File: config.mk
export PLATFORM = sky130hd
export DESIGN_NAME = nfs_host
export DESIGN_NICKNAME = d
export VERILOG_FILES = /design/src/rtl/nfs_pkg.sv /design/src/rtl/nfs_sync.sv /design/src/rtl/nfs_host.sv
export VERILOG_INCLUDE_DIRS = /design/src /design/src/rtl
export SDC_FILE = /design/constraint.sdc
export NUM_CORES = 1
export LEC_CHECK = 0
export BUFFER_PORTS_ARGS = -buffer_cell sky130_fd_sc_hd__buf_2
export CAP_MARGIN = 20
export CORE_UTILIZATION = 45
export DETAILED_ROUTE_END_ITERATION = 8
export PLACE_DENSITY = 0.66
export SLEW_MARGIN = 5
export SYNTH_ARGS = -nofsm -noshare
export SYNTH_HDL_FRONTEND = slang
export SYNTH_SLANG_ARGS = --single-unit
File: constraint.sdc
create_clock -name clk -period 8.8 [get_ports clk]
set_clock_uncertainty 0.2 [all_clocks]
set_input_delay 1.76 -clock clk [delete_from_list [all_inputs] [get_ports clk]]
set_output_delay 1.76 -clock clk [all_outputs]
set_load 0.05 [all_outputs]
File: src/rtl/nfs_regs.svh
/*
  Constants of the feature and status host controller: command codes, feature selectors,
  status field positions, power-on values of the feature settings and the bus timing counts.
  Assumes a 25 MHz controller clock. Definitions only; included by bare name.
*/
`ifndef NFS_REGS_SVH
`define NFS_REGS_SVH

// ----------------------------------------------------------------------
// Command codes
// ----------------------------------------------------------------------
`define NFS_CMD_READ_MODE 8'h00
`define NFS_CMD_STATUS 8'h70
`define NFS_CMD_STATUS_ADDR 8'h78
`define NFS_CMD_FEAT_READ 8'hEE
`define NFS_CMD_FEAT_WRITE 8'hEF

// ----------------------------------------------------------------------
// Feature selectors of the device and their power-on values
// ----------------------------------------------------------------------
`define NFS_SEL_INTERFACE_TIMING_MODE 8'h01
`define NFS_SEL_OUTPUT_DRIVE_STRENGTH 8'h80
`define NFS_SEL_BUSY_PIN_PULLDOWN_STRENGTH 8'h81
`define NFS_RST_INTERFACE_TIMING_MODE 8'h00
`define NFS_RST_OUTPUT_DRIVE_STRENGTH 8'h00
`define NFS_RST_BUSY_PIN_PULLDOWN_STRENGTH 8'h00

// ----------------------------------------------------------------------
// Fields of status_byte
// ----------------------------------------------------------------------
`define NFS_SR_WP_N_BIT 7
`define NFS_SR_READY_BIT 6
`define NFS_SR_ARRAY_IDLE_BIT 5
`define NFS_SR_PRIOR_FAIL_BIT 1
`define NFS_SR_FAIL_BIT 0

// ----------------------------------------------------------------------
// Timing: times in ns, counts derived at the clock period
// ----------------------------------------------------------------------
`define NFS_CLK_NS 40
`define NFS_STROBE_NS 50
`define NFS_TWB_NS 100
`define NFS_TADL_NS 70
`define NFS_TWHR_NS 60
`define NFS_STROBE_CYC ((`NFS_STROBE_NS + `NFS_CLK_NS - 1) / `NFS_CLK_NS)
`define NFS_TWB_CYC ((`NFS_TWB_NS + `NFS_CLK_NS - 1) / `NFS_CLK_NS)
`define NFS_TADL_CYC ((`NFS_TADL_NS + `NFS_CLK_NS - 1) / `NFS_CLK_NS)
`define NFS_TWHR_CYC ((`NFS_TWHR_NS + `NFS_CLK_NS - 1) / `NFS_CLK_NS)
`define NFS_BUSY_TMO_CYC 4000

`endif

File: src/rtl/nfs_pkg.sv
/*
  Types of the feature and status host controller: user operations and sequencer states.
  Assumes nfs_regs.svh supplies the numeric constants.
*/
package nfs_pkg;

  // User operations
  typedef enum logic [1:0] {
    NFS_OP_FEAT_READ = 2'b00,
    NFS_OP_FEAT_WRITE = 2'b01,
    NFS_OP_STATUS = 2'b10,
    NFS_OP_STATUS_ADDR = 2'b11
  } nfs_op_t;

  // Sequencer states
  typedef enum logic [3:0] {
    NFS_ST_IDLE = 4'b0000,
    NFS_ST_CMD = 4'b0001,
    NFS_ST_ADDR = 4'b0010,
    NFS_ST_ADL = 4'b0011,
    NFS_ST_WDAT = 4'b0100,
    NFS_ST_BUSY = 4'b0101,
    NFS_ST_WHR = 4'b0110,
    NFS_ST_POLL = 4'b0111,
    NFS_ST_RDAT = 4'b1000,
    NFS_ST_DONE = 4'b1001
  } nfs_state_t;

endpackage

File: src/rtl/nfs_sync.sv
/*
  Two-flop synchroniser for pin inputs, width set by parameter.
  Assumes the input is asynchronous to clk; the first flop feeds only the second.
*/
`timescale 1ns/100ps
module nfs_sync #(
  parameter int WIDTH = 1
) (
  input wire logic clk,
  input wire logic reset,
  input wire logic clk_en,
  input wire logic [WIDTH-1:0] async_in,
  output logic [WIDTH-1:0] sync_out
);

  logic [WIDTH-1:0] meta_r;

  // Two stages; reset value is a constant
  always_ff @(posedge clk) begin
    if (reset) begin
      meta_r <= '0;
      sync_out <= '0;
    end else if (clk_en) begin
      meta_r <= async_in;
      sync_out <= meta_r;
    end
  end

endmodule // nfs_sync

File: src/rtl/nfs_host.sv
/*
  Host controller that drives an asynchronous NAND target for feature read, feature write,
  plain status and addressed status. Orders come on a plain user port; results return there.
  Assumes the IO bus wire is resolved outside from nand_io_oe, and that R/B# is pulled up.
*/
// How it works
// - Feature access only when target idle
// - After 70h polling, issue 00h before reading
// - Never issue 78h during feature read
// - After access time, read the parameter bytes
// - Feature-read polling ends with 00h command
// - Multi-die status uses addressed status 78h
// - Feature write: selector, wait, four bytes
// - 78h is followed by three row bytes
`timescale 1ns/100ps
`include "nfs_regs.svh"
module nfs_host #(
  parameter int BUSY_TMO = `NFS_BUSY_TMO_CYC
) (
  input wire logic clk,
  input wire logic reset,
  input wire logic clk_en,
  input wire logic start,
  input wire nfs_pkg::nfs_op_t op,
  input wire logic [7:0] feat_sel,
  input wire logic [31:0] wr_params,
  input wire logic [23:0] row_addr,
  input wire logic poll_status,
  input wire logic multi_die,
  input wire logic write_protect,
  output logic busy,
  output logic done,
  output logic err,
  output logic [31:0] rd_params,
  output logic [7:0] status_byte,
  output logic nand_ce_n,
  output logic nand_cle,
  output logic nand_ale,
  output logic nand_we_n,
  output logic nand_re_n,
  output logic nand_wp_n,
  output logic [7:0] nand_io_out,
  output logic nand_io_oe,
  input wire logic [7:0] nand_io_in,
  input wire logic nand_busy_n
);

  // ----------------------------------------------------------------------
  // Timing counts
  // ----------------------------------------------------------------------
  localparam logic [4:0] PH = 5'(`NFS_STROBE_CYC);
  localparam logic [4:0] RLO = 5'(`NFS_STROBE_CYC + 3); // Covers sync latency plus access
  localparam logic [4:0] WLEN = 5'(2 * `NFS_STROBE_CYC);
  localparam logic [4:0] RLEN = 5'(2 * `NFS_STROBE_CYC + 3);
  localparam logic [15:0] TWB = 16'(`NFS_TWB_CYC);
  localparam logic [15:0] TADL = 16'(`NFS_TADL_CYC);
  localparam logic [15:0] TWHR = 16'(`NFS_TWHR_CYC);
  localparam logic [15:0] TMO = 16'(BUSY_TMO);

  nfs_pkg::nfs_state_t state_r, state_nxt;
  nfs_pkg::nfs_op_t op_r;
  logic [7:0] cmd_r, cmd_nxt, sel_r, io_s, byte_now, sample_r;
  logic [31:0] wpar_r;
  logic [23:0] row_r;
  logic poll_r, rb_s, wr_st, rd_st, last_ph, sample_now;
  logic [4:0] ph_r;
  logic [1:0] cnt_r;
  logic [15:0] tmr_r;

  // ----------------------------------------------------------------------
  // Pin synchronisers
  // ----------------------------------------------------------------------
  nfs_sync #(.WIDTH(8)) u_io_sync (
    .clk(clk), .reset(reset), .clk_en(clk_en), .async_in(nand_io_in), .sync_out(io_s)
  );
  nfs_sync #(.WIDTH(1)) u_rb_sync (
    .clk(clk), .reset(reset), .clk_en(clk_en), .async_in(nand_busy_n), .sync_out(rb_s)
  );

  // Phase decode of the current bus cycle
  assign wr_st = (state_r == nfs_pkg::NFS_ST_CMD) || (state_r == nfs_pkg::NFS_ST_ADDR) ||
                 (state_r == nfs_pkg::NFS_ST_WDAT);
  assign rd_st = (state_r == nfs_pkg::NFS_ST_POLL) || (state_r == nfs_pkg::NFS_ST_RDAT);
  assign last_ph = wr_st ? (ph_r == WLEN - 5'd1) : (ph_r == RLEN - 5'd1);
  assign sample_now = rd_st && (ph_r == RLO - 5'd1);

  // Byte driven in a write cycle; 78h row bytes go out low byte first
  always_comb begin
    byte_now = cmd_r;
    if (state_r == nfs_pkg::NFS_ST_ADDR) begin
      byte_now = (op_r == nfs_pkg::NFS_OP_STATUS_ADDR) ? row_r[8*cnt_r +: 8] : sel_r;
    end else if (state_r == nfs_pkg::NFS_ST_WDAT) begin
      byte_now = wpar_r[8*cnt_r +: 8];
    end
  end

  // ----------------------------------------------------------------------
  // Sequencer
  // ----------------------------------------------------------------------
  always_comb begin
    state_nxt = state_r;
    cmd_nxt = cmd_r;
    unique case (state_r)
      nfs_pkg::NFS_ST_IDLE: begin
        if (start) begin
          if ((op == nfs_pkg::NFS_OP_FEAT_READ || op == nfs_pkg::NFS_OP_FEAT_WRITE) && !rb_s) begin
            state_nxt = nfs_pkg::NFS_ST_IDLE; // Refused while busy
          end else begin
            state_nxt = nfs_pkg::NFS_ST_CMD;
            unique case (op)
              nfs_pkg::NFS_OP_FEAT_READ: cmd_nxt = `NFS_CMD_FEAT_READ;
              nfs_pkg::NFS_OP_FEAT_WRITE: cmd_nxt = `NFS_CMD_FEAT_WRITE;
              nfs_pkg::NFS_OP_STATUS: cmd_nxt = multi_die ? `NFS_CMD_STATUS_ADDR : `NFS_CMD_STATUS;
              nfs_pkg::NFS_OP_STATUS_ADDR: cmd_nxt = `NFS_CMD_STATUS_ADDR;
            endcase
          end
        end
      end
      nfs_pkg::NFS_ST_CMD: begin
        if (last_ph) begin
          if (cmd_r == `NFS_CMD_FEAT_READ || cmd_r == `NFS_CMD_FEAT_WRITE ||
              cmd_r == `NFS_CMD_STATUS_ADDR) begin
            state_nxt = nfs_pkg::NFS_ST_ADDR;
          end else begin
            state_nxt = nfs_pkg::NFS_ST_WHR;
          end
        end
      end
      nfs_pkg::NFS_ST_ADDR: begin
        if (last_ph) begin
          if (op_r == nfs_pkg::NFS_OP_STATUS_ADDR) begin
            state_nxt = (cnt_r == 2'd2) ? nfs_pkg::NFS_ST_WHR : nfs_pkg::NFS_ST_ADDR;
          end else if (op_r == nfs_pkg::NFS_OP_FEAT_WRITE) begin
            state_nxt = nfs_pkg::NFS_ST_ADL;
          end else begin
            state_nxt = nfs_pkg::NFS_ST_BUSY;
          end
        end
      end
      nfs_pkg::NFS_ST_ADL: begin
        if (tmr_r >= TADL - 16'd1) state_nxt = nfs_pkg::NFS_ST_WDAT;
      end
      nfs_pkg::NFS_ST_WDAT: begin
        if (last_ph && cnt_r == 2'd3) state_nxt = nfs_pkg::NFS_ST_BUSY;
      end
      nfs_pkg::NFS_ST_BUSY: begin
        // R/B# is ignored for tWB, since the target needs that long to pull it low
        if (tmr_r >= TWB) begin
          if (poll_r && op_r == nfs_pkg::NFS_OP_FEAT_READ) begin
            state_nxt = nfs_pkg::NFS_ST_CMD;
            cmd_nxt = `NFS_CMD_STATUS;
          end else if (rb_s) begin
            state_nxt = (op_r == nfs_pkg::NFS_OP_FEAT_READ) ? nfs_pkg::NFS_ST_WHR : nfs_pkg::NFS_ST_DONE;
          end else if (tmr_r >= TMO) begin
            state_nxt = nfs_pkg::NFS_ST_DONE;
          end
        end
      end
      nfs_pkg::NFS_ST_WHR: begin
        if (tmr_r >= TWHR - 16'd1) begin
          state_nxt = (cmd_r == `NFS_CMD_STATUS && op_r == nfs_pkg::NFS_OP_FEAT_READ) ?
                      nfs_pkg::NFS_ST_POLL : nfs_pkg::NFS_ST_RDAT;
        end
      end
      nfs_pkg::NFS_ST_POLL: begin
        if (last_ph && sample_r[`NFS_SR_READY_BIT]) begin
          state_nxt = nfs_pkg::NFS_ST_CMD;
          cmd_nxt = `NFS_CMD_READ_MODE; // Restore data output
        end else if (tmr_r >= TMO) begin
          state_nxt = nfs_pkg::NFS_ST_DONE;
        end
      end
      nfs_pkg::NFS_ST_RDAT: begin
        if (last_ph && (op_r != nfs_pkg::NFS_OP_FEAT_READ || cnt_r == 2'd3)) begin
          state_nxt = nfs_pkg::NFS_ST_DONE; // Four parameter bytes
        end
      end
      nfs_pkg::NFS_ST_DONE: state_nxt = nfs_pkg::NFS_ST_IDLE;
      default: state_nxt = nfs_pkg::NFS_ST_IDLE; // Unused codes
    endcase
  end

  // State, captured order and command byte
  always_ff @(posedge clk) begin
    if (reset) begin
      state_r <= nfs_pkg::NFS_ST_IDLE;
      cmd_r <= 8'h00;
      op_r <= nfs_pkg::NFS_OP_FEAT_READ;
      sel_r <= 8'h00;
      wpar_r <= 32'h0000_0000;
      row_r <= 24'h00_0000;
      poll_r <= 1'b0;
    end else if (clk_en) begin
      state_r <= state_nxt;
      cmd_r <= cmd_nxt;
      if (state_r == nfs_pkg::NFS_ST_IDLE && start) begin
        op_r <= (op == nfs_pkg::NFS_OP_STATUS && multi_die) ? nfs_pkg::NFS_OP_STATUS_ADDR : op;
        sel_r <= feat_sel;
        wpar_r <= wr_params;
        row_r <= row_addr;
        poll_r <= poll_status;
      end
    end
  end

  // Phase, byte index and time-in-state counters
  always_ff @(posedge clk) begin
    if (reset) begin
      ph_r <= 5'd0;
      cnt_r <= 2'd0;
      tmr_r <= 16'h0000;
    end else if (clk_en) begin
      ph_r <= (last_ph || !(wr_st || rd_st)) ? 5'd0 : ph_r + 5'd1;
      if (state_nxt != state_r) begin
        cnt_r <= 2'd0;
        tmr_r <= 16'h0000;
      end else begin
        if (last_ph) cnt_r <= cnt_r + 2'd1;
        if (tmr_r != 16'hFFFF) tmr_r <= tmr_r + 16'd1;
      end
    end
  end

  // Sampled bytes: parameters land low byte first
  always_ff @(posedge clk) begin
    if (reset) begin
      sample_r <= 8'h00;
      rd_params <= 32'h0000_0000;
      status_byte <= 8'h00;
    end else if (clk_en && sample_now) begin
      sample_r <= io_s;
      if (state_r == nfs_pkg::NFS_ST_POLL || op_r != nfs_pkg::NFS_OP_FEAT_READ) begin
        status_byte <= io_s;
      end else begin
        rd_params[8*cnt_r +: 8] <= io_s;
      end
    end
  end

  // User handshake: done and err are one-cycle pulses
  always_ff @(posedge clk) begin
    if (reset) begin
      busy <= 1'b0;
      done <= 1'b0;
      err <= 1'b0;
    end else if (clk_en) begin
      busy <= (state_nxt != nfs_pkg::NFS_ST_IDLE);
      done <= (state_nxt == nfs_pkg::NFS_ST_DONE);
      err <= (state_r == nfs_pkg::NFS_ST_IDLE && start && state_nxt == nfs_pkg::NFS_ST_IDLE) ||
             (state_nxt == nfs_pkg::NFS_ST_DONE && tmr_r >= TMO);
    end
  end

  // ----------------------------------------------------------------------
  // Pin drivers, all registered
  // ----------------------------------------------------------------------
  always_ff @(posedge clk) begin
    if (reset) begin
      nand_ce_n <= 1'b1;
      nand_cle <= 1'b0;
      nand_ale <= 1'b0;
      nand_we_n <= 1'b1;
      nand_re_n <= 1'b1;
      nand_wp_n <= 1'b0;
      nand_io_out <= 8'h00;
      nand_io_oe <= 1'b0;
    end else if (clk_en) begin
      nand_ce_n <= (state_r == nfs_pkg::NFS_ST_IDLE) || (state_r == nfs_pkg::NFS_ST_DONE);
      nand_cle <= (state_r == nfs_pkg::NFS_ST_CMD);
      nand_ale <= (state_r == nfs_pkg::NFS_ST_ADDR);
      nand_we_n <= !(wr_st && ph_r < PH); // Data latched at the rising edge
      nand_re_n <= !(rd_st && ph_r < RLO);
      nand_wp_n <= !write_protect;
      nand_io_out <= byte_now;
      nand_io_oe <= wr_st;
    end
  end
endmodule // nfs_host

Word-level counts from Yosys, hierarchy flattened
Index checks and enable logic that the tools add are counted.
- register bits: 185
- input port bits: 82
- output and inout bits: 58
- logic and storage cells: 158
- add/subtract/negate cells: 4
- magnitude comparators: 5
- equal/unequal tests: 31
- shift operators: 4
- muxes and demuxes: 39
- bitwise logic cells: 1
- reduce and logical (&&, ||, !) cells: 46
- operators by type and width (cell ; number):
    $mux 8 ; 8
    $mux 4 ; 15
    $pmux 4 s9 ; 1
    $neg 5->34 ; 1
    $shift 8x34->32 const A ; 1
    $shiftx 8x34->32 ; 1
    $bwmux 32 ; 1
    $mux 16 ; 2
    $pmux 8 s4 ; 1
    $shiftx 32x6->8 ; 1
    $pmux 8 s3 ; 1
    $shiftx 24x6->8 ; 1
    $add 16x1->16 const B ; 1
    $eq 4x3->1 const B ; 4
    $eq 8x7->1 const B ; 2
    $eq 8x8->1 const B ; 2
    $ge 16x1->1 const B ; 1
    $ge 16x12->1 const B ; 1
    $ge 16x2->1 const B ; 1
    $ne 16x16->1 const B ; 1
    $logic_and 1x1->1 ; 14
    $eq 4x4->1 const B ; 3
    $logic_or 1x1->1 ; 12
    $mux 3 ; 4
    24 further kinds ; 50

Longest topological paths before layout
Gate-level depths: netlist of the first run.
- word-level depth: 10
- mapped depth: 11
- mapped depth without buffers: 10

Modules after synthesis
Synthesis of the first run repeated with hierarchy kept, for this count alone.
- cell total of the unflattened synthesis: 1008
- area, all modules: 8174.1 um^2
- modules (own cells, without submodules) (module ; times used ; cells an instance ; area each (um^2) ; seq. area each (um^2)):
    nfs_host ; 1 ; 950 ; 7526.0 ; 3163.0
    nfs_sync (u_io_sync) ; 1 ; 52 ; 580.6 ; 320.3
    nfs_sync (u_rb_sync) ; 1 ; 6 ; 67.6 ; 40.0

Worst setup path before layout of the first run
OpenSTA, ideal clock, no wires.
- kind: input to register
- from: in start
- to: reg tmr_r[5]
- library setup time: 70 ps
- arrival time: 3235 ps
- required time: 8530 ps
- slack: 5295 ps
- cell stages on the path: 8
- path buffers: 1
- cell sequence: nand3_1 > a2bb2oi_1 > o211ai_2 > a211oi_1 > nor3_2 > or3_1 > buf_6 > o21bai_1
- word-level cells in the longest chain between the ends: 5
- elaborated cells on any way between the ends: 6
- classes of those cells: eq/ne (1); mux (3); reduce/logical (2)
- ends and longest elaborated chain (element ; line ; RTL):
    from (decl) ; nfs_host.sv:23 ; input wire logic start,
    $mux 4 * ; nfs_host.sv:105 ; if (start) begin
    $pmux 4 s9 * ; nfs_host.sv:103 ; unique case (state_r)
    $ne 4x4->1 * ; nfs_host.sv:214 ; if (state_nxt != state_r) begin
    $reduce_bool 2->1 (no source line) ; n/a ;
    $reduce_and 2->1 (no source line) ; n/a ;
    to (signal assigned) ; nfs_host.sv:219 ; if (tmr_r != 16'hFFFF) tmr_r <= tmr_r + 16'd1;
    to (decl) ; nfs_host.sv:68 ; logic [15:0] tmr_r;
Every way passes the cells marked *; elsewhere a longest branch is shown, timed or not.
A chain may end at the register's enable or synchronous reset.

Worst setup path in the final report of the first run
- from: in clk_en
- to: reg row_r[3]
- word-level cells in the longest chain between the ends: 1
- ends and longest elaborated chain (element ; line ; RTL):
    from (decl) ; nfs_host.sv:22 ; input wire logic clk_en,
    $reduce_and 2->1 (no source line) ; n/a ;
    to (signal assigned) ; nfs_host.sv:200 ; row_r <= row_addr;
    to (decl) ; nfs_host.sv:64 ; logic [23:0] row_r;
Every way passes these cells.

==> impl_metrics.env, run 1 <==
export IMPL_critPathLaunch="clk_en"
export IMPL_numPortBuffers=139
export IMPL_status="finished clean"
export IMPL_final_common_cell="nand2_1"
export IMPL_syn_area_mm2=0.00799
export IMPL_report_final_slew_viol_count=0
export IMPL_use_met1_pct=31.5
export IMPL_required_ns=8.96
export IMPL_yosysSeqAreaShare_pct=44.1
export IMPL_final_cell_mix="nand2_1, dfxtp_1, buf_2"
export IMPL_slew_headroom_pct=27.8
export IMPL_final_area_mm2=0.00938
export IMPL_sw_frac_of_total_pct=27.3
export IMPL_endpoint_kind="flop"
export IMPL_min_path_cells=2
export IMPL_finalCriticalPeriod_ns=4.23
export IMPL_cts_buffers=17
export IMPL_n_antenna_cell=0
export IMPL_dp_hpwl_um=13700
export IMPL_cpMostUsedCell="buf_4"
export IMPL_wire_per_inst_um=15.8
export IMPL_power_density_mw_per_mm2=189
export IMPL_power_frac_clock_pct=42.9
export IMPL_via_per_inst=5.44
export IMPL_yosys_warnings=0
export IMPL_io_pins=140
export IMPL_post_cts_setup_buffers=0
export IMPL_power_frac_seq_pct=47.7
export IMPL_finalSetupViolations=0
export IMPL_finalCoreUtilization_pct=54.2
export IMPL_r2r_start="state_r[1]$_SDFFE_PP0P_"
export IMPL_drtIter0Drc=528
export IMPL_cpPeakStageDelay_ns=0.59
export IMPL_leakagePower_uw=0.00371
export IMPL_cap_violations=0
export IMPL_ys_seq_elements=176
export IMPL_cp_slowest_cell="inv_1"
export IMPL_dieWidth_um=135
export IMPL_internal_power_uw=1290
export IMPL_finalHoldViolCount=0
export IMPL_whs_ns=0.249
export IMPL_cts_root_buf="clkbuf_16"
export IMPL_worstPathCellList="buf_2 -> buf_4 -> inv_1 -> nor2_4 -> buf_4 -> nand2_1 -> a21oi_1"
export IMPL_pwr_share_comb_pct=9.4
export IMPL_p_sw_uw=484
export IMPL_fin_crit_sh_pct=48.1
export IMPL_initial_utilization_pct=46.2
export IMPL_grt_use_met3_pct=4.41
export IMPL_synth_edf_count=0
export IMPL_busiest_layer="met2"
export IMPL_netlist_cell_type_count=70
export IMPL_holdPathEnd="rd_params[21]$_SDFFE_PP0P_"
export IMPL_worst_path_buf_inv=4
export IMPL_reg2reg_setup_slack_ns=5.26
export IMPL_cts_repair_resized=0
export IMPL_r2r_cells=8
export IMPL_ant_nets=0
export IMPL_syn_nets=1059
export IMPL_synthArstFlopShare_pct=0
export IMPL_clock_sinks=176
export IMPL_first_pass_iters=7
export IMPL_num_vias=7097
export IMPL_syn2layout_area_growth_pct=17.3
export IMPL_clock_latency_ns=0.44
export IMPL_synthFlopType="dfxtp_1"
export IMPL_cts_tree="done"
export IMPL_path_delay_family="buffers and inverters"
export IMPL_critical_path_arrival_ns=4.39
export IMPL_grt_ovfl_total=0
export IMPL_grt_pass1_wl_um=32700
export IMPL_fillers=1665
export IMPL_rows=48
export IMPL_dpl_instance_area_mm2=0.00878
export IMPL_antenna_found_initial=0
export IMPL_clkTransAtPathRegs_ns=0.07
export IMPL_syn_inst=965
export IMPL_peakVddDrop_uv=139
export IMPL_max_freq_mhz=236
export IMPL_coreArea_mm2=0.0173
export IMPL_htree_levels=4
export IMPL_multi_input_area_mm2=0.00418
export IMPL_hold_start="rd_params[21]$_SDFFE_PP0P_"
export IMPL_crit_type="primary input to flop"
export IMPL_grt_use_total_pct=22.7
export IMPL_rsz0062_at_grt="no"
export IMPL_dieArea_mm2=0.0183
export IMPL_tns_ns=0
export IMPL_nets=1161
export IMPL_drc=0
export IMPL_cp_max_fo=57
export IMPL_syn_avg_cell_area_um2=8.28
export IMPL_die_h_um=135
export IMPL_place_gp_congestion=0.878
export IMPL_met2_usage_pct=34.4
export IMPL_clockBufferDepth=2
export IMPL_worstSetupStartpointType="primary input"
export IMPL_tightest_slew_ns=1.08
export IMPL_ctsHoldBuffers=0
export IMPL_r2r_end="tmr_r[2]$_SDFFE_PP0P_"
export IMPL_grt_max_degree=107
export IMPL_grt_pass1_vias=6416
export IMPL_layout_drive_gt1_share_pct=19.6
export IMPL_hold_path_class="flop to flop"
export IMPL_seq_area_mm2=0.00352
export IMPL_wl_um=20600
## worst max path at each step
stage                                          to  slack (ns)  cells past startpoint
after floorplan             tmr_r[5]$_SDFFE_PP0P_        5.29                      8
after global routing       row_r[17]$_SDFFE_PP0P_        4.36                      7
after detailed placement  wpar_r[24]$_SDFFE_PP0P_        4.15                      7
final                       row_r[3]$_SDFFE_PP0P_        4.57                      7
after global placement     row_r[18]$_SDFFE_PP0P_        4.24                      7
after CTS                  wpar_r[8]$_SDFFE_PP0P_        4.61                      7
## stage by stage
stage               power [uW]  instances  setup slack [ns]
floorplan                  975        965              5.29
finish                    1770       1305              4.57
global placement          1030       1273              4.24
CTS                       1780       1305              4.61
detailed placement        1030       1273              4.15
global route              1840       1305              4.36
## worst register-to-register path, stage by stage, from the launching register on
cell and delay [ns]:
dfxtp_1 0.84, xor2_1 0.20, o211a_1 0.23, mux2_2 0.43, nor3_1 0.31, a211oi_1 0.14, o21ai_0 0.63, nor2_1 0.17
a32o_1 0.29
## cell usage after synthesis (8+ instances only)
cell type | instances | area (um^2)
inv_1 | 13 | 48.8
a32o_1 | 8 | 80.1
mux2i_1 | 51 | 510
nand4_1 | 14 | 87.6
mux4_2 | 8 | 180
clkbuf_1 | 47 | 176
buf_1 | 9 | 33.8
o221ai_1 | 8 | 70.1
o21ai_0 | 24 | 120
and2_1 | 9 | 56.3
nor2_1 | 83 | 312
nand3_1 | 41 | 205
nor3_1 | 11 | 55.1
a21oi_1 | 126 | 631
dfxtp_1 | 176 | 3520
nand2_1 | 211 | 792
ha_1 | 12 | 150
## state kept, by name (all words and copies together), names as in the netlist, 4 cells and up
| register | count |
|---|---|
| rd_params | 32 |
| wpar_r | 32 |
| row_r | 24 |
| tmr_r | 16 |
| nand_io_out | 8 |
| sel_r | 8 |
| status_byte | 8 |
| u_io_sync.meta_r | 8 |
| u_io_sync.sync_out | 8 |
| cmd_r | 5 |
| ph_r | 5 |
| state_r | 4 |
## cell families (layout without fill, tap and decap cells)
logic type	Yosys count	count (layout)	share of synthesized area, %
AND/OR/NAND/NOR	424	424	24.6
XOR/XNOR	7	7	0.767
adder cells (fa/ha/maj)	12	12	1.88
multiplexers	64	64	9.39
buffers and inverters	75	190	3.69
flip-flops	176	176	44.1
AO/OA/AOI/OAI	207	207	15.6
## power by group through the flow
stage / Sequential (uW) / Clock, uW / Combinational (uW)
detailed placement: 862 / 0 / 166
global placement: 862 / 0 / 166
CTS: 844 / 772 / 167
floorplan: 863 / 0 / 111
global route: 847 / 808 / 184
finish: 844 / 760 / 167
## routing by layer
layer | share of wire (%) | wire, um
met5 | 0 | 0
met2 | 45 | 9300
met3 | 4.8 | 987
met4 | 2.7 | 552
met1 | 47 | 9750
## layout make-up
class / count / area share [%]
inverter: 13 / 0.520
sequential: 176 / 37.6
clock inverter: 15 / 1.83
multi-input combinational: 714 / 44.6
tap: 225 / 3.00
timing repair buffer: 145 / 7.93
clock buffer: 17 / 4.54
No activity file was read; power rests on OpenSTA's default activity.
==> run 2, diff against run 1 <==
- PLACE_DENSITY: 0.66 -> 0.69
- clock period: 8.8 -> 3.6 ns (I/O delays scaled with it)
==> impl_metrics.env, run 2 (synthesis gave the netlist of run 1 again) <==
export IMPL_fillers=1630
export IMPL_grt_pass1_vias=6569
export IMPL_htree_levels=4
export IMPL_reg2reg_setup_slack_ns=0.32
export IMPL_status="finished clean"
export IMPL_final_common_cell="nand2_1"
export IMPL_num_vias=7026
export IMPL_whs_ns=0.250
export IMPL_via_per_inst=5.36
export IMPL_cts_tree="done"
export IMPL_cap_violations=0
export IMPL_numPortBuffers=139
export IMPL_first_pass_iters=4
export IMPL_dp_slack_ns=0.406
export IMPL_cts_repair_resized=0
export IMPL_crit_type="flop to flop"
export IMPL_grt_pass1_wl_um=32800
export IMPL_nets=1169
export IMPL_finalCriticalPeriod_ns=3.28
export IMPL_reg_largest_list="rd_params x32, wpar_r x32, row_r x24"
export IMPL_timing_final_ws_setup_ns=0.318
export IMPL_cts_buffers=17
export IMPL_grt_max_degree=74
export IMPL_slew_headroom_pct=32.3
export IMPL_cts_root_buf="clkbuf_16"
export IMPL_io_pins=140
export IMPL_report_final_slew_viol_count=0
export IMPL_post_cts_setup_buffers=0
export IMPL_wire_per_inst_um=15.5
export IMPL_n_antenna_cell=0
export IMPL_hold_path_class="flop to flop"
export IMPL_finalHoldViolCount=0
export IMPL_syn2layout_area_growth_pct=17.9
export IMPL_clockBufferDepth=2
export IMPL_tns_ns=0
export IMPL_initial_utilization_pct=46.2
export IMPL_antenna_found_initial=0
export IMPL_dieWidth_um=135
export IMPL_dp_hpwl_um=14200
export IMPL_grt_use_total_pct=22.7
export IMPL_coreArea_mm2=0.0173
export IMPL_wl_um=20400
export IMPL_clkTransAtPathRegs_ns=0.06
export IMPL_place_gp_congestion=0.870
export IMPL_power_density_mw_per_mm2=458
export IMPL_fin_crit_sh_pct=91.2
export IMPL_max_freq_mhz=305
export IMPL_layout_drive_gt1_share_pct=20.1
export IMPL_cp_max_fo=19
export IMPL_endpoint_kind="flop"
export IMPL_finalPower_uw=4320
export IMPL_critical_path_arrival_ns=3.40
export IMPL_drtIter0Drc=439
export IMPL_rsz0062_at_grt="no"
export IMPL_ant_nets=0
export IMPL_rows=48
export IMPL_clock_sinks=176
export IMPL_leakagePower_uw=0.00375
export IMPL_peakVddDrop_uv=324
export IMPL_tightest_slew_ns=1.01
export IMPL_grt_ovfl_total=0
export IMPL_clock_latency_ns=0.42
export IMPL_die_h_um=135
export IMPL_required_ns=3.71
export IMPL_dieArea_mm2=0.0183
export IMPL_drc=0
export IMPL_final_cell_mix="nand2_1, dfxtp_1, buf_2"
export IMPL_worstSetupStartpointType="flop"
export IMPL_finalSetupViolations=0
export IMPL_ctsHoldBuffers=0
## run 2: cell count changes in the layout (fill, tap and decap cells not counted)
| cell | previous run | this run |
|---|---|---|
| inv_8 | 3 | 1 |
| clkbuf_8 | 0 | 2 |
| inv_6 | 4 | 1 |
| bufinv_16 | 1 | 2 |
| clkinv_2 | 0 | 3 |
| buf_4 | 7 | 15 |
| clkinv_8 | 2 | 0 |
## run 2: cell type report
class	instances	area, um^2	share of cell area, %
Clock buffer	19	453	4.80
Clock inverter	12	135	1.43
Inverter	13	48.8	0.518
Multi-Input combinational cell	714	4180	44.4
Sequential cell	176	3520	37.4
Tap cell	225	282	2.99
Timing Repair Buffer	153	803	8.52
## run 2: report_power, final
part | total [uW] | internal (uW) | leakage (uW) | switching, uW
Combinational | 418 | 156 | 0.00204 | 262
Clock | 1840 | 1060 | 0.000283 | 781
Sequential | 2060 | 2010 | 0.00143 | 54.3
## run 2: worst max-delay path: stages (launching register included)
cell and delay, ns:
dfxtp_1 0.71, o21ai_0 0.19, o211a_1 0.20, mux2_2 0.35
nor3_1 0.31, a211oi_1 0.14, o21ai_0 0.63, nor2_1 0.15
a32o_1 0.29
## run 2: metrics by stage
step | std cells | instance area (um^2) | utilization [%]
3_3_place_gp | 1281 | 8840 | 51.1
5_1_grt | 1312 | 9430 | 54.5
4_1_cts | 1312 | 9430 | 54.5
6_report | 1312 | 9430 | 54.5
3_5_place_dp | 1281 | 8840 | 51.1
2_1_floorplan | 965 | 7990 | -
## run 2: layer usage
layer  GRT usage [%]  routed length (um)  up-vias
li1                -                   -     3577
met1            30.4                9600     3257
met2            37.2                9760      175
met3            4.56                 839       17
met4            5.37                 189        0
met5               0                   0        -
## run 2: path summary, 6_finish.rpt
kind	from	to	cells after the start
max reg2reg	state_r[2]$_SDFFE_PP0P_	tmr_r[2]$_SDFFE_PP0P_	8
min reg2reg	rd_params[2]$_SDFFE_PP0P_	rd_params[2]$_SDFFE_PP0P_	2
min	rd_params[2]$_SDFFE_PP0P_	rd_params[2]$_SDFFE_PP0P_	2
max	state_r[2]$_SDFFE_PP0P_	tmr_r[2]$_SDFFE_PP0P_	8
==> run 3, diff against run 2 <==
- GPL_TIMING_DRIVEN: unset -> 0
==> impl_metrics.env, run 3 (synthesis gave the netlist of run 1 again) <==
export IMPL_status="finished clean"
export IMPL_critical_path_arrival_ns=3.43
export IMPL_finalCoreUtilization_pct=55.5
export IMPL_wl_um=22100
export IMPL_rsz0062_at_grt="no"
export IMPL_endpoint_kind="flop"
export IMPL_finalHoldViolCount=0
export IMPL_cpMostUsedCell="nand3_1"
export IMPL_io_pins=140
export IMPL_crit_type="flop to flop"
export IMPL_fin_cells=1361
export IMPL_grt_use_total_pct=24.8
export IMPL_peakVddDrop_uv=355
export IMPL_initial_utilization_pct=46.2
export IMPL_cts_tree="done"
export IMPL_tightest_slew_ns=0.882
export IMPL_cp_slowest_cell="o31ai_1"
export IMPL_finalCriticalPeriod_ns=3.30
export IMPL_dieWidth_um=135
export IMPL_grt_pass1_vias=6693
export IMPL_first_pass_iters=5
export IMPL_num_vias=7400
export IMPL_syn2layout_area_growth_pct=20.2
export IMPL_antenna_found_initial=1
export IMPL_grt_pass1_wl_um=35100
export IMPL_clock_latency_ns=0.44
export IMPL_nets=1216
export IMPL_power_density_mw_per_mm2=465
export IMPL_grt_max_degree=17
export IMPL_path_delay_family="compound AO/OA/AOI/OAI gates"
export IMPL_via_per_inst=5.44
export IMPL_fillers=1654
export IMPL_cts_root_buf="clkbuf_16"
export IMPL_wire_per_inst_um=16.2
export IMPL_finalPower_uw=4470
export IMPL_place_inst=1329
export IMPL_final_common_cell="nand2_1"
export IMPL_reg_largest_list="rd_params x32, wpar_r x32, row_r x24"
export IMPL_clock_sinks=176
export IMPL_ant_nets=0
export IMPL_layout_drive_gt1_share_pct=18.9
export IMPL_drtIter0Drc=440
export IMPL_cts_buffers=17
export IMPL_place_gp_congestion=0.944
export IMPL_cpPeakStageDelay_ns=0.72
export IMPL_cp_max_fo=6
export IMPL_htree_levels=4
export IMPL_post_cts_setup_buffers=0
export IMPL_tns_ns=0
export IMPL_report_final_slew_viol_count=0
export IMPL_rows=48
export IMPL_leakagePower_uw=0.00380
export IMPL_dp_hpwl_um=16300
export IMPL_cap_violations=0
export IMPL_final_cell_mix="nand2_1, dfxtp_1, buf_2"
export IMPL_min_path_cells=2
export IMPL_drc=0
export IMPL_dieArea_mm2=0.0183
export IMPL_required_ns=3.73
export IMPL_whs_ns=0.250
export IMPL_fin_crit_sh_pct=91.6
export IMPL_grt_ovfl_total=0
export IMPL_clockBufferDepth=2
export IMPL_hold_path_class="flop to flop"
export IMPL_worstSetupStartpointType="flop"
export IMPL_max_freq_mhz=303
export IMPL_r2r_cells=8
export IMPL_worstPathCellList="nand3_1 -> o31ai_1 -> a21boi_0 -> nand3_1 -> nor4b_4 -> o21ai_0 -> nor2_1 -> a32o_1"
export IMPL_path_depth=8
export IMPL_seq_area_mm2=0.00352
export IMPL_finalSetupViolations=0
export IMPL_slew_headroom_pct=41.1
export IMPL_worst_path_buf_inv=0
export IMPL_ctsHoldBuffers=0
export IMPL_multi_input_area_mm2=0.00418
export IMPL_clkTransAtPathRegs_ns=0.07
export IMPL_coreArea_mm2=0.0173
export IMPL_die_h_um=135
export IMPL_numPortBuffers=139
## run 3: cell count changes in the layout (fill, tap and decap cells not counted), sizes merged
cell      before  now
clkbuf        19   64
diode          0    1
inv           15   18
buf          153  155
bufinv         2    3
clkinvlp       3    1
clkinv         5    4
## run 3: area by class of cell
cell class,instances,share of cell area (%)
Inverter,13,0.508
Antenna cell,1,0.0261
Clock buffer,19,4.72
Buffer,61,2.54
Clock inverter,13,1.81
Sequential cell,176,36.7
Timing Repair Buffer,139,7.24
Tap cell,225,2.93
Multi-Input combinational cell,714,43.5
## run 3: metrics by stage
step,area (um^2),worst slack (ns)
global placement,8970,-0.254
finish,9600,0.301
CTS,9600,0.00113
global route,9600,0.0154
detailed placement,8970,-0.299
floorplan,7990,0.535
## run 3: final timing paths
check	from	endpoint	slack, ns
hold / removal	wpar_r[17]$_SDFFE_PP0P_	wpar_r[17]$_SDFFE_PP0P_	0.25
hold reg to reg	wpar_r[17]$_SDFFE_PP0P_	wpar_r[17]$_SDFFE_PP0P_	0.25
setup / recovery	tmr_r[7]$_SDFFE_PP0P_	tmr_r[2]$_SDFFE_PP0P_	0.30
setup reg to reg	tmr_r[7]$_SDFFE_PP0P_	tmr_r[2]$_SDFFE_PP0P_	0.30
## run 3: layer usage
metal,routed length (um),up-vias,part of all wire [%],global-route usage (%)
met5,0,-,0,0
li1,-,3690,-,-
met4,510,0,2.3,9.99
met2,10400,208,47,39.4
met3,1110,35,5.0,4.53
met1,10100,3467,46,33.1
## run 3: what timing repair did
item                                    CTS  global route
endpoints found under the hold margin     0             0
resized for setup                         2             2
endpoints found under the setup margin   20            19
## run 3: power by group
| group | leakage, uW | switching [uW] | internal [uW] |
|---|---|---|---|
| registers | 0.00143 | 44.4 | 2010 |
| logic | 0.00207 | 291 | 162 |
| clock network | 0.000308 | 818 | 1140 |
| total | 0.00380 | 1150 | 3310 |
## run 3: tightest hold or removal path, delay by kind of cell, from the launching register on
family / cells / cell delay [ns]
flops: 1 / 0.31
simple gates: 1 / 0.05
compound gates: 1 / 0.05
